$ cat config.mk
export PLATFORM = sky130hd
export DESIGN_NAME = rf_switch_serial_slave
export DESIGN_NICKNAME = d
export VERILOG_FILES = /design/src/rf_switch_pkg.sv /design/src/rf_path_decoder.sv /design/src/rf_switch_serial_slave.sv
export SDC_FILE = /design/constraint.sdc
export NUM_CORES = 1
export LEC_CHECK = 0
export BUFFER_PORTS_ARGS = -buffer_cell sky130_fd_sc_hd__buf_2
export CAP_MARGIN = 20
export CORE_UTILIZATION = 58
export DETAILED_ROUTE_END_ITERATION = 10
export PLACE_DENSITY = 0.83
export SYNTH_ARGS = -nofsm -noshare
export SYNTH_HDL_FRONTEND = slang
export SYNTH_HIERARCHICAL = 1
export SYNTH_SLANG_ARGS = --single-unit
$ cat constraint.sdc
create_clock -name mclk -period 2.4 [get_ports mclk]
set_input_delay 0.12 -clock mclk [delete_from_list [all_inputs] [get_ports mclk]]
set_output_delay 0.12 -clock mclk [all_outputs]
set_load 0.01 [all_outputs]
$ cat src/rf_switch_pkg.sv
// rf_switch_pkg: constants, frame layouts and states of the switch control slave
// assumes: shared by rf_switch_serial_slave and rf_path_decoder
`default_nettype none

package rf_switch_pkg;

    ////////////////////////////////////////////////////////////////////////////
    // frame lengths in bus clocks
    localparam int CMD_LEN = 13;
    localparam int DATA_LEN = 9;
    localparam int CNT_W = 4;

    ////////////////////////////////////////////////////////////////////////////
    // register map and field positions
    localparam logic [4:0] PATH_REG_ADDR = 5'h00;
    localparam int SOFT_RESET_BIT = 7;
    localparam logic [1:0] KIND_WRITE = 2'b10;
    localparam logic [1:0] KIND_READ = 2'b11;
    localparam logic [6:0] PATH_RESET = 7'h00;

    ////////////////////////////////////////////////////////////////////////////
    // path select codes, bits 6..0 of the path register
    localparam logic [6:0] CODE_PORT_ONE = 7'h02;
    localparam logic [6:0] CODE_PORT_TWO = 7'h0a;
    localparam logic [6:0] CODE_PORT_THREE = 7'h0e;
    localparam logic [6:0] CODE_PORT_FOUR = 7'h0b;
    localparam logic [6:0] CODE_PORT_FIVE = 7'h01;
    localparam logic [6:0] CODE_PORT_SIX = 7'h09;

    ////////////////////////////////////////////////////////////////////////////
    // types
    typedef struct packed {
        logic [3:0] sa;
        logic reg0_flag;
        logic [1:0] kind;
        logic [4:0] addr;
    } cmd_frame_t;

    typedef struct packed {
        logic rf_port_six;
        logic rf_port_five;
        logic rf_port_four;
        logic rf_port_three;
        logic rf_port_two;
        logic rf_port_one;
    } rf_ports_t;

    typedef enum logic [2:0] {
        ST_IDLE = 3'b000,
        ST_CMD = 3'b001,
        ST_TURN = 3'b011,
        ST_RDAT = 3'b010,
        ST_RPARK = 3'b110,
        ST_DATA = 3'b101
    } bus_state_t;

endpackage

`default_nettype wire

$ cat src/rf_path_decoder.sv
// rf_path_decoder: turns the path register into registered port enables
// assumes: code comes from logic on mclk; unlisted codes isolate all ports
`timescale 1ns/100ps
`default_nettype none

module rf_path_decoder (
    // clock and reset
    input wire logic mclk,
    input wire logic rst_n,
    // path register value
    input wire logic [6:0] code,
    // port enables
    output var rf_switch_pkg::rf_ports_t ports
);
    import rf_switch_pkg::*;

    rf_ports_t next_ports;

    ////////////////////////////////////////////////////////////////////////////
    // isolation by default
    assign next_ports.rf_port_one = (code == CODE_PORT_ONE);     // port one
    assign next_ports.rf_port_two = (code == CODE_PORT_TWO);     // port two
    assign next_ports.rf_port_three = (code == CODE_PORT_THREE); // port three
    assign next_ports.rf_port_four = (code == CODE_PORT_FOUR);   // port four
    assign next_ports.rf_port_five = (code == CODE_PORT_FIVE);   // port five
    assign next_ports.rf_port_six = (code == CODE_PORT_SIX);     // port six

    ////////////////////////////////////////////////////////////////////////////
    // all open at reset
    always_ff @(posedge mclk or negedge rst_n) begin
        if (!rst_n) begin
            ports <= '0;
        end else begin
            ports <= next_ports;
        end
    end

endmodule // rf_path_decoder

`default_nettype wire

$ cat src/rf_switch_serial_slave.sv
// rf_switch_serial_slave: two-wire serial control slave and path register
// assumes: sclk and sdata come from the bus master pins; sclk well under mclk/8
//
// Function
// master opens each sequence with a start condition, then command, then data.
// path write: address, one in bit 7, seven data bits, parity, park.
// register write: address, 0, 10, 5-bit address, parity, data byte, parity, park.
// register read: address, 0, 11, address, parity, park; device returns byte, parity, park.
// reset leaves all ports isolated, path register zero.
// code 0000010 connects port one.
// code 0001010 connects port two.
// code 0001110 connects port three.
// code 0001011 connects port four.
// code 0000001 connects port five.
// code 0001001 connects port six.
// bit 7 written set returns path register to default, slave ID kept.
// only sequences addressed to own slave ID are acted on.
// parity makes each frame odd; failing frames are discarded.
`timescale 1ns/100ps
`default_nettype none

module rf_switch_serial_slave #(
    parameter logic [3:0] SLAVE_ID = 4'h1
) (
    // clock and reset
    input wire logic mclk,
    input wire logic rst_n,
    // serial bus pins
    input wire logic sclk,
    input wire logic sdata_in,
    output logic sdata_out,
    output logic sdata_oe,
    // path register and port enables
    output logic [6:0] antenna_path_select,
    output var rf_switch_pkg::rf_ports_t rf_ports
);
    import rf_switch_pkg::*;

    ////////////////////////////////////////////////////////////////////////////
    // functions
    function automatic logic odd_ok(input logic [12:0] v);
        return ^v;
    endfunction

    ////////////////////////////////////////////////////////////////////////////
    // pin synchronisers and edge detect
    logic sclk_meta;
    logic sclk_sync;
    logic sclk_prev;
    logic sdata_meta;
    logic sdata_sync;
    logic sdata_prev;

    always_ff @(posedge mclk or negedge rst_n) begin
        if (!rst_n) begin
            sclk_meta <= 1'b0;
            sclk_sync <= 1'b0;
            sclk_prev <= 1'b0;
            sdata_meta <= 1'b0;
            sdata_sync <= 1'b0;
            sdata_prev <= 1'b0;
        end else begin
            sclk_meta <= sclk;
            sclk_sync <= sclk_meta;
            sclk_prev <= sclk_sync;
            sdata_meta <= sdata_in;
            sdata_sync <= sdata_meta;
            sdata_prev <= sdata_sync;
        end
    end

    logic sclk_rise;
    logic sclk_fall;
    logic sdata_rise;
    logic sdata_fall;

    assign sclk_rise = sclk_sync & ~sclk_prev;
    assign sclk_fall = ~sclk_sync & sclk_prev;
    assign sdata_rise = sdata_sync & ~sdata_prev;
    assign sdata_fall = ~sdata_sync & sdata_prev;

    ////////////////////////////////////////////////////////////////////////////
    // start condition: data pulse while clock stays low
    logic ssc_armed;
    logic ssc;

    // start detect
    assign ssc = ssc_armed & sdata_fall & ~sclk_sync & ~sdata_oe;

    always_ff @(posedge mclk or negedge rst_n) begin
        if (!rst_n) begin
            ssc_armed <= 1'b0;
        end else if (sclk_sync | sdata_oe) begin
            ssc_armed <= 1'b0;
        end else if (sdata_rise) begin
            ssc_armed <= 1'b1;
        end else if (sdata_fall) begin
            ssc_armed <= 1'b0;
        end
    end

    ////////////////////////////////////////////////////////////////////////////
    // frame shifter and decode
    bus_state_t state;
    logic [CNT_W-1:0] cnt;
    logic [12:0] shreg;
    logic [12:0] next_shreg;
    cmd_frame_t cmd;
    logic cmd_done;
    logic data_done;
    logic cmd_ok;
    logic is_path_write;
    logic is_write;
    logic is_read;
    logic addr_hit;
    logic target_hit;
    logic data_ok;
    logic [7:0] wdata;

    assign next_shreg = {shreg[11:0], sdata_sync};
    assign cmd = cmd_frame_t'(next_shreg[12:1]);
    assign cmd_done = (state == ST_CMD) && sclk_fall && (cnt == CNT_W'(CMD_LEN - 1));
    assign data_done = (state == ST_DATA) && sclk_fall && (cnt == CNT_W'(DATA_LEN - 1));
    // own slave ID
    // command parity
    assign cmd_ok = odd_ok(next_shreg) && (cmd.sa == SLAVE_ID);
    // path write frame
    assign is_path_write = cmd.reg0_flag;
    // write frame
    assign is_write = ~cmd.reg0_flag && (cmd.kind == KIND_WRITE);
    // read frame
    assign is_read = ~cmd.reg0_flag && (cmd.kind == KIND_READ);
    assign addr_hit = (cmd.addr == PATH_REG_ADDR);
    // data parity
    assign data_ok = odd_ok({4'h0, next_shreg[8:0]});
    assign wdata = next_shreg[8:1];

    ////////////////////////////////////////////////////////////////////////////
    // path register
    logic path_write;
    logic [6:0] next_path;

    assign path_write = (cmd_done && cmd_ok && is_path_write) || (data_done && data_ok && target_hit);

    // seven-bit write
    // soft reset bit
    assign next_path = cmd_done ? next_shreg[7:1] : (wdata[SOFT_RESET_BIT] ? PATH_RESET : wdata[6:0]);

    // reset isolation
    always_ff @(posedge mclk or negedge rst_n) begin
        if (!rst_n) begin
            antenna_path_select <= PATH_RESET;
        end else if (path_write) begin
            antenna_path_select <= next_path;
        end
    end

    ////////////////////////////////////////////////////////////////////////////
    // read word: zero soft reset bit, path bits, odd parity
    logic [8:0] rd_word;
    logic [8:0] rd_shreg;

    // read parity
    assign rd_word = {1'b0, antenna_path_select, ~(^antenna_path_select)};

    ////////////////////////////////////////////////////////////////////////////
    // sequence state machine
    bus_state_t next_state;

    always_comb begin
        next_state = state;
        if (ssc) begin
            next_state = ST_CMD;
        end else begin
            case (state)
                ST_IDLE: begin
                    next_state = ST_IDLE;
                end
                ST_CMD: begin
                    if (cmd_done) begin
                        if (!cmd_ok || is_path_write) begin
                            next_state = ST_IDLE;
                        end else if (is_write) begin
                            next_state = ST_DATA;
                        end else if (is_read && addr_hit) begin
                            next_state = ST_TURN;
                        end else begin
                            next_state = ST_IDLE;
                        end
                    end
                end
                ST_DATA: begin
                    if (data_done) begin
                        next_state = ST_IDLE;
                    end
                end
                ST_TURN: begin
                    if (sclk_fall) begin
                        next_state = ST_RDAT;
                    end
                end
                ST_RDAT: begin
                    if (sclk_rise && (cnt == CNT_W'(DATA_LEN))) begin
                        next_state = ST_RPARK;
                    end
                end
                ST_RPARK: begin
                    if (sclk_fall) begin
                        next_state = ST_IDLE;
                    end
                end
                default: begin
                    next_state = ST_IDLE;
                end
            endcase
        end
    end

    always_ff @(posedge mclk or negedge rst_n) begin
        if (!rst_n) begin
            state <= ST_IDLE;
        end else begin
            state <= next_state;
        end
    end

    ////////////////////////////////////////////////////////////////////////////
    // bit counter and shifters
    logic shift_in;
    logic shift_out;

    assign shift_in = sclk_fall && ((state == ST_CMD) || (state == ST_DATA));
    assign shift_out = sclk_rise && (state == ST_RDAT) && (cnt != CNT_W'(DATA_LEN));

    always_ff @(posedge mclk or negedge rst_n) begin
        if (!rst_n) begin
            cnt <= '0;
        end else if (ssc || cmd_done || (state == ST_TURN)) begin
            cnt <= '0;
        end else if (shift_in || shift_out) begin
            cnt <= cnt + CNT_W'(1);
        end
    end

    always_ff @(posedge mclk or negedge rst_n) begin
        if (!rst_n) begin
            shreg <= '0;
        end else if (shift_in) begin
            shreg <= next_shreg;
        end
    end

    always_ff @(posedge mclk or negedge rst_n) begin
        if (!rst_n) begin
            target_hit <= 1'b0;
        end else if (cmd_done) begin
            target_hit <= addr_hit;
        end
    end

    // read data out
    always_ff @(posedge mclk or negedge rst_n) begin
        if (!rst_n) begin
            rd_shreg <= '0;
        end else if (cmd_done) begin
            rd_shreg <= rd_word;
        end else if (shift_out) begin
            rd_shreg <= {rd_shreg[7:0], 1'b0};
        end
    end

    ////////////////////////////////////////////////////////////////////////////
    // data pin drive: bits on rising edges, park low then release
    // drive and park
    always_ff @(posedge mclk or negedge rst_n) begin
        if (!rst_n) begin
            sdata_out <= 1'b0;
            sdata_oe <= 1'b0;
        end else if (shift_out) begin
            sdata_out <= rd_shreg[8];
            sdata_oe <= 1'b1;
        end else if ((state == ST_RDAT) && sclk_rise) begin
            sdata_out <= 1'b0;
            sdata_oe <= 1'b1;
        end else if ((state == ST_RPARK) && sclk_fall) begin
            sdata_out <= 1'b0;
            sdata_oe <= 1'b0;
        end
    end

    ////////////////////////////////////////////////////////////////////////////
    // port enables
    rf_path_decoder u_path_decoder (
        .mclk(mclk),
        .rst_n(rst_n),
        .code(antenna_path_select),
        .ports(rf_ports)
    );

endmodule // rf_switch_serial_slave

`default_nettype wire

Word level (Yosys, flattened, before mapping)
Index checks and enable logic that the tools add are counted.
- add/subtract/negate cells: 1
- equal/unequal tests: 23
- multiplexer cells: 24
- bitwise operators: 15
- reductions and logical operators: 33
- operators by type and width (cell ; count):
    7-bit by 4-bit equality test with 1-bit output (second input constant) ; 4
    13-bit parity ; 2
    3-bit two-way mux ; 8
    9-bit two-way mux ; 2
    1-bit logical AND ; 17
    3-bit inequality test (second input constant) ; 5
    3-bit one-hot mux with 5 select lines ; 1
    7-bit two-way mux ; 2
    4-bit equality test (second input constant) ; 3
    1-bit two-way mux ; 8
    4-bit two-way mux ; 2
    1-bit AND ; 7
    7-bit by 1-bit equality test with 1-bit output (second input constant) ; 1
    7-bit by 2-bit equality test with 1-bit output (second input constant) ; 1
    1-bit inverter ; 7
    7-bit parity ; 1
    3-bit by 2-bit equality test with 1-bit output (second input constant) ; 2
    3-bit equality test (second input constant) ; 2
    1-bit logical OR ; 6
    3-bit nonzero test ; 2
    5-bit zero test ; 1
    5-bit AND reduction ; 1
    4-bit by 1-bit adder with 4-bit output (second input constant) ; 1
    2-bit equality test (second input constant) ; 2
    7 further kinds ; 8
- flip-flop bits (word level): 51
- input port bits: 4
- output and inout port bits: 15

Longest topological paths before layout
- depth in word-level cells: 9
- mapped depth: 8

Cells and area by module
Netlist, hierarchy kept.
- modules (own cells, without submodules) (module ; instances ; cells an instance ; area an instance (sq um)):
    rf_switch_serial_slave ; 1 ; 228 ; 2383.5
    rf_path_decoder ; 1 ; 18 ; 224.0

Least setup slack after synthesis
No wires, ideal clock.
- path kind: register -> register
- start point: reg shreg[5]
- end point: reg antenna_path_select[0]
- setup time: 123 ps
- data arrival time: 1767 ps
- required time: 2277 ps
- path slack: 510 ps
- stages on the path, launching flop included: 8
- clock period less this slack: 1890 ps
- cells stage by stage: dfrtp_1 inv_1 ha_1 xor2_1 xnor3_1 nor2_1 o21ai_0 o221a_1
- word-level cells in the longest chain between the ends: 5
- elaborated cells on any way between the ends: 8
- ends and longest elaborated chain (item ; line ; source):
    start: declaration ; rf_switch_serial_slave.sv:106 ; logic [12:0] shreg;
    start signal: assignment ; rf_switch_serial_slave.sv:249 ; shreg <= next_shreg;
    13-bit parity ; rf_switch_serial_slave.sv:42 ; return ^v;
    1-bit logical AND ; rf_switch_serial_slave.sv:126 ; assign cmd_ok = odd_ok(next_shreg) && (cmd.sa == SLAVE_ID);
    1-bit logical AND (2 in series) ; rf_switch_serial_slave.sv:143 ; assign path_write = (cmd_done && cmd_ok && is_path_write) || (data_done && data_ok && target_hit);
    1-bit logical OR * ; rf_switch_serial_slave.sv:143 ;
    end signal: assignment ; rf_switch_serial_slave.sv:154 ; antenna_path_select <= next_path;
    end: declaration ; rf_switch_serial_slave.sv:34 ; output logic [6:0] antenna_path_select,
Every way passes the cells marked *; elsewhere a longest branch is shown, timed or not.
A chain may end at the register's enable or synchronous reset.

Worst setup path in the final report
- start point: reg shreg[5]
- end point: reg antenna_path_select[1]
The elaborated chain is that of the path after synthesis.

==> reports/results.env <==
TIMING.CRITICAL_PATH.FANOUT_MAX=7
TIMING_WORST_SLEW_PIN_VALUE_PS=507.9
FLOORPLAN.DIE.WIDTH_UM=69.05
PLACEDCELLCOUNT=311
WORSTSKEWPAIRLATENCY_PS=310
SETUP_TOTAL_NEGATIVE_SLACK_PS=0
TOTAL_CLOCK_BUFFERS_CREATED_BY_CTS=5
IO_BUFFER_COUNT=18
SYNTHESIS.AREA_UM2=2608
CORE.ROWCOUNT=24
CTS.CLK_SLEW.WORST_PATHS_PS=90
CLOCK_TREE.HTREE_LEVEL_COUNT=2
POST_SYNTH_MOST_FREQUENT_CELLS='sky130_fd_sc_hd__dfrtp_1, sky130_fd_sc_hd__nand2_1, sky130_fd_sc_hd__nor2_1'
CP_DATA_ARRIVAL_TIME_PS=2340
P_LEAK_nW=1.342
CTS_NUM_SINKS=51
SYNTH.YOSYS.SEQ_AREA_SHARE=0.4894
FIN_WORST_SKEW_PS=9.159
POSTROUTEWIRELENGTH_MM=4.800
MAX_CAP_VIOLS=0
MAXSLEWVIOLCOUNT=0
STARTPOINT_TYPE='flip-flop'
SETUP_REPAIR_AFTER_GLOBAL_ROUTING_MISSED_ITS_MARGIN='no'
CELLPOWERDENSITY_nW_PER_UM2=702.0
DIE_H_UM=69.05
GP_ROUTABILITY_CONGESTION=0.8099
SYN-MEAN-INSTANCE-AREA_UM2=10.60
ROUTE.DETAILED.WL_PER_INST_UM=14.91
FIRST_GLOBAL_VIAS=1816
YS_TYPES=47
FINALSETUPVIOLATIONS=0
SYNTH_FP_NETS=257
YOSYSTOPAREACELLSHARE=0.4894
CRIT_TYPE='reg2reg'
HOLDCRITPATHCLASS='in2async'
NUMBER_OF_POST_CTS_SETUP_REPAIR_BUFFERS=0
NETLIST_TOP_CELLS_AREA='sky130_fd_sc_hd__dfrtp_1, sky130_fd_sc_hd__mux2_2, sky130_fd_sc_hd__nand2_1'
SYNTHESIS.INSTANCES=246
BOUNDARY_PINS=19
ANTENNA_VIOLATIONS_BEFORE_REPAIR=0
FMAX_MHz=465.8
SYNTHESIS.YOSYS.WARNINGS=6
LOGIC_DEPTH_OF_THE_WORST_REGISTER_TO_REGISTER_PATH=7
SYNTH_TOP_FLOP_CELL='sky130_fd_sc_hd__dfrtp_1'
CORE_AREA_UM2=4324
RUN_STATUS='complete, no violations'
FINAL_MIN_PERIOD_OVER_CLOCK_PERIOD=0.8944
FIRST_ITER_VIOLATIONS=140
AREA_GROWTH_PCT=9.645
CLOCK-ROOT-BUFFER='sky130_fd_sc_hd__clkbuf_8'
DIE-AREA_UM2=4768
GRT_MAX_DEGREE=23
START_UTIL=0.6030
DRC_ERRORS_LEFT=0
ANT_NETS=0
GLOBALROUTEOVERFLOWTOTAL=0
WORST_IR_DROP_VDD_V=0.0004578
TIMING.FINAL.CRIT_PERIOD_PS=2147
POSTSYNTHREGISTERBITS=51
FINALHOLDVIOLCOUNT=0
SYNTH_ASYNC_SR_FLOP_SHARE=1.000
GR_UTIL_ALL_LAYERS=0.2218
NUM-NETS-FINAL=280
SLEW_HEADROOM=0.6614
NUMBER_OF_SYNTHESIZED_FLOPS_WITH_AN_ENABLE_PIN=0
DR_TOTAL_VIAS=1875
WORSTSETUPENDPOINTTYPE='flip-flop'
ANTENNADIODECOUNT=0
CLOCKBUFFERDEPTH=2
FIRST_PASS_GRT_WIRE_LENGTH_MM=8.390
CLOCK_TREE_FROM_TRITONCTS='done'
YOSYSMOSTFREQUENTCELL='sky130_fd_sc_hd__dfrtp_1'
ROUTED_VIA_DENSITY=5.823
POST_LAYOUT_NONFILLER_INSTANCES=322
CRITICAL_PATH_REQUIRED_PS=2600
DRTPASS1ITERATIONS=4
PLACE_HPWL_MM=3.384
YOSYSTOPAREACELL='sky130_fd_sc_hd__dfrtp_1'
DRIVE_ABOVE_1_SHARE=0.1889
[repair_timing]
action | CTS | global route
hold buffers | 3 | 0
gates resized for setup | 0 | 0
endpoints found under the hold margin | 33 | 0
[through the flow]
stage | area (um2) | worst slack [ps] | hold slack (ps) | power [W] | utilization
after CTS | 2859 | 256.3 | 187.7 | 0.002021 | 0.6612
final | 2859 | 253.4 | 185.3 | 0.002007 | 0.6612
after global placement | 2734 | 371.2 | -8.039 | 0.001481 | 0.6322
after global routing | 2859 | 93.46 | 208.3 | 0.002110 | 0.6612
after floorplan | 2608 | 510.3 | -175.6 | 0.001404 | -
after detailed placement | 2734 | 323.7 | -7.371 | 0.001499 | 0.6322
[power by group]
part | switching (W) | internal (W) | leakage, nW
combinational | 0.000220 | 0.000238 | 0.606
clock | 0.000280 | 0.000237 | 0.0484
sequential | 0.0000976 | 0.000934 | 0.687
[routing by layer]
layer	GRT usage	share of wire	wire length [um]
met2	0.3441	0.47	2272
met5	0	0	0
met3	0.04532	0.026	126
met1	0.3069	0.49	2334
met4	0.08844	0.014	65
[cell families after synthesis]
kind of cell | share of synthesized area
buffers and inverters | 0.03551
DFF | 0.4894
xor gates and xnor gates | 0.05422
and+or+nand+nor | 0.2150
AOI/OAI and AO/OA | 0.1209
muxes | 0.05134
adders and majority gates | 0.03359
[critical path, stage by stage (launching register included)]
cell                      delay (ps)
sky130_fd_sc_hd__dfrtp_1         370
sky130_fd_sc_hd__inv_1            70
sky130_fd_sc_hd__ha_1            300
sky130_fd_sc_hd__xor2_1          140
sky130_fd_sc_hd__xnor3_1         490
sky130_fd_sc_hd__nor2_1          330
sky130_fd_sc_hd__o21ai_0         170
sky130_fd_sc_hd__o221a_1         160
[cells in the final DEF, fill, tap and decap left out, drive strengths merged, types with 6 or more instances in the layout]
| cell | instances |
|---|---|
| a31oi | 8 |
| and2 | 6 |
| buf | 22 |
| clkbuf | 7 |
| dfrtp | 51 |
| ha | 7 |
| inv | 9 |
| mux2 | 11 |
| nand2 | 26 |
| nand3 | 8 |
| nor2 | 22 |
| nor4 | 7 |
| o21ai | 20 |
| o221a | 7 |
| xnor2 | 6 |
[final timing paths]
check | from | endpoint | slack (ps)
max reg2reg | shreg[5] | antenna_path_select[1] | 250
min | rst_n | u_path_decoder/ports[5] | 190
max in group asynchronous | rst_n | sdata_prev | 1660
min in group mclk | sdata_meta | sdata_sync | 360
min reg2reg | sdata_meta | sdata_sync | 360
max | shreg[5] | antenna_path_select[1] | 250
[sequential cells by signal, summed over array words and instances, names as in the netlist, 3 cells and up]
name,flops
antenna_path_select,7
cnt,4
shreg,12
rd_shreg,9
state,3
u_path_decoder/ports,6
[layout make-up]
type / instances / area [um2]
sequential: 51 / 1276
multi-input combinational: 177 / 1239
fill: 336 / 1465
clock inverter: 1 / 8.758
tap: 52 / 65.06
timing repair buffer: 25 / 150.1
clock buffer: 7 / 86.33
inverter: 9 / 33.78
No activity file was read; power rests on OpenSTA's default activity.
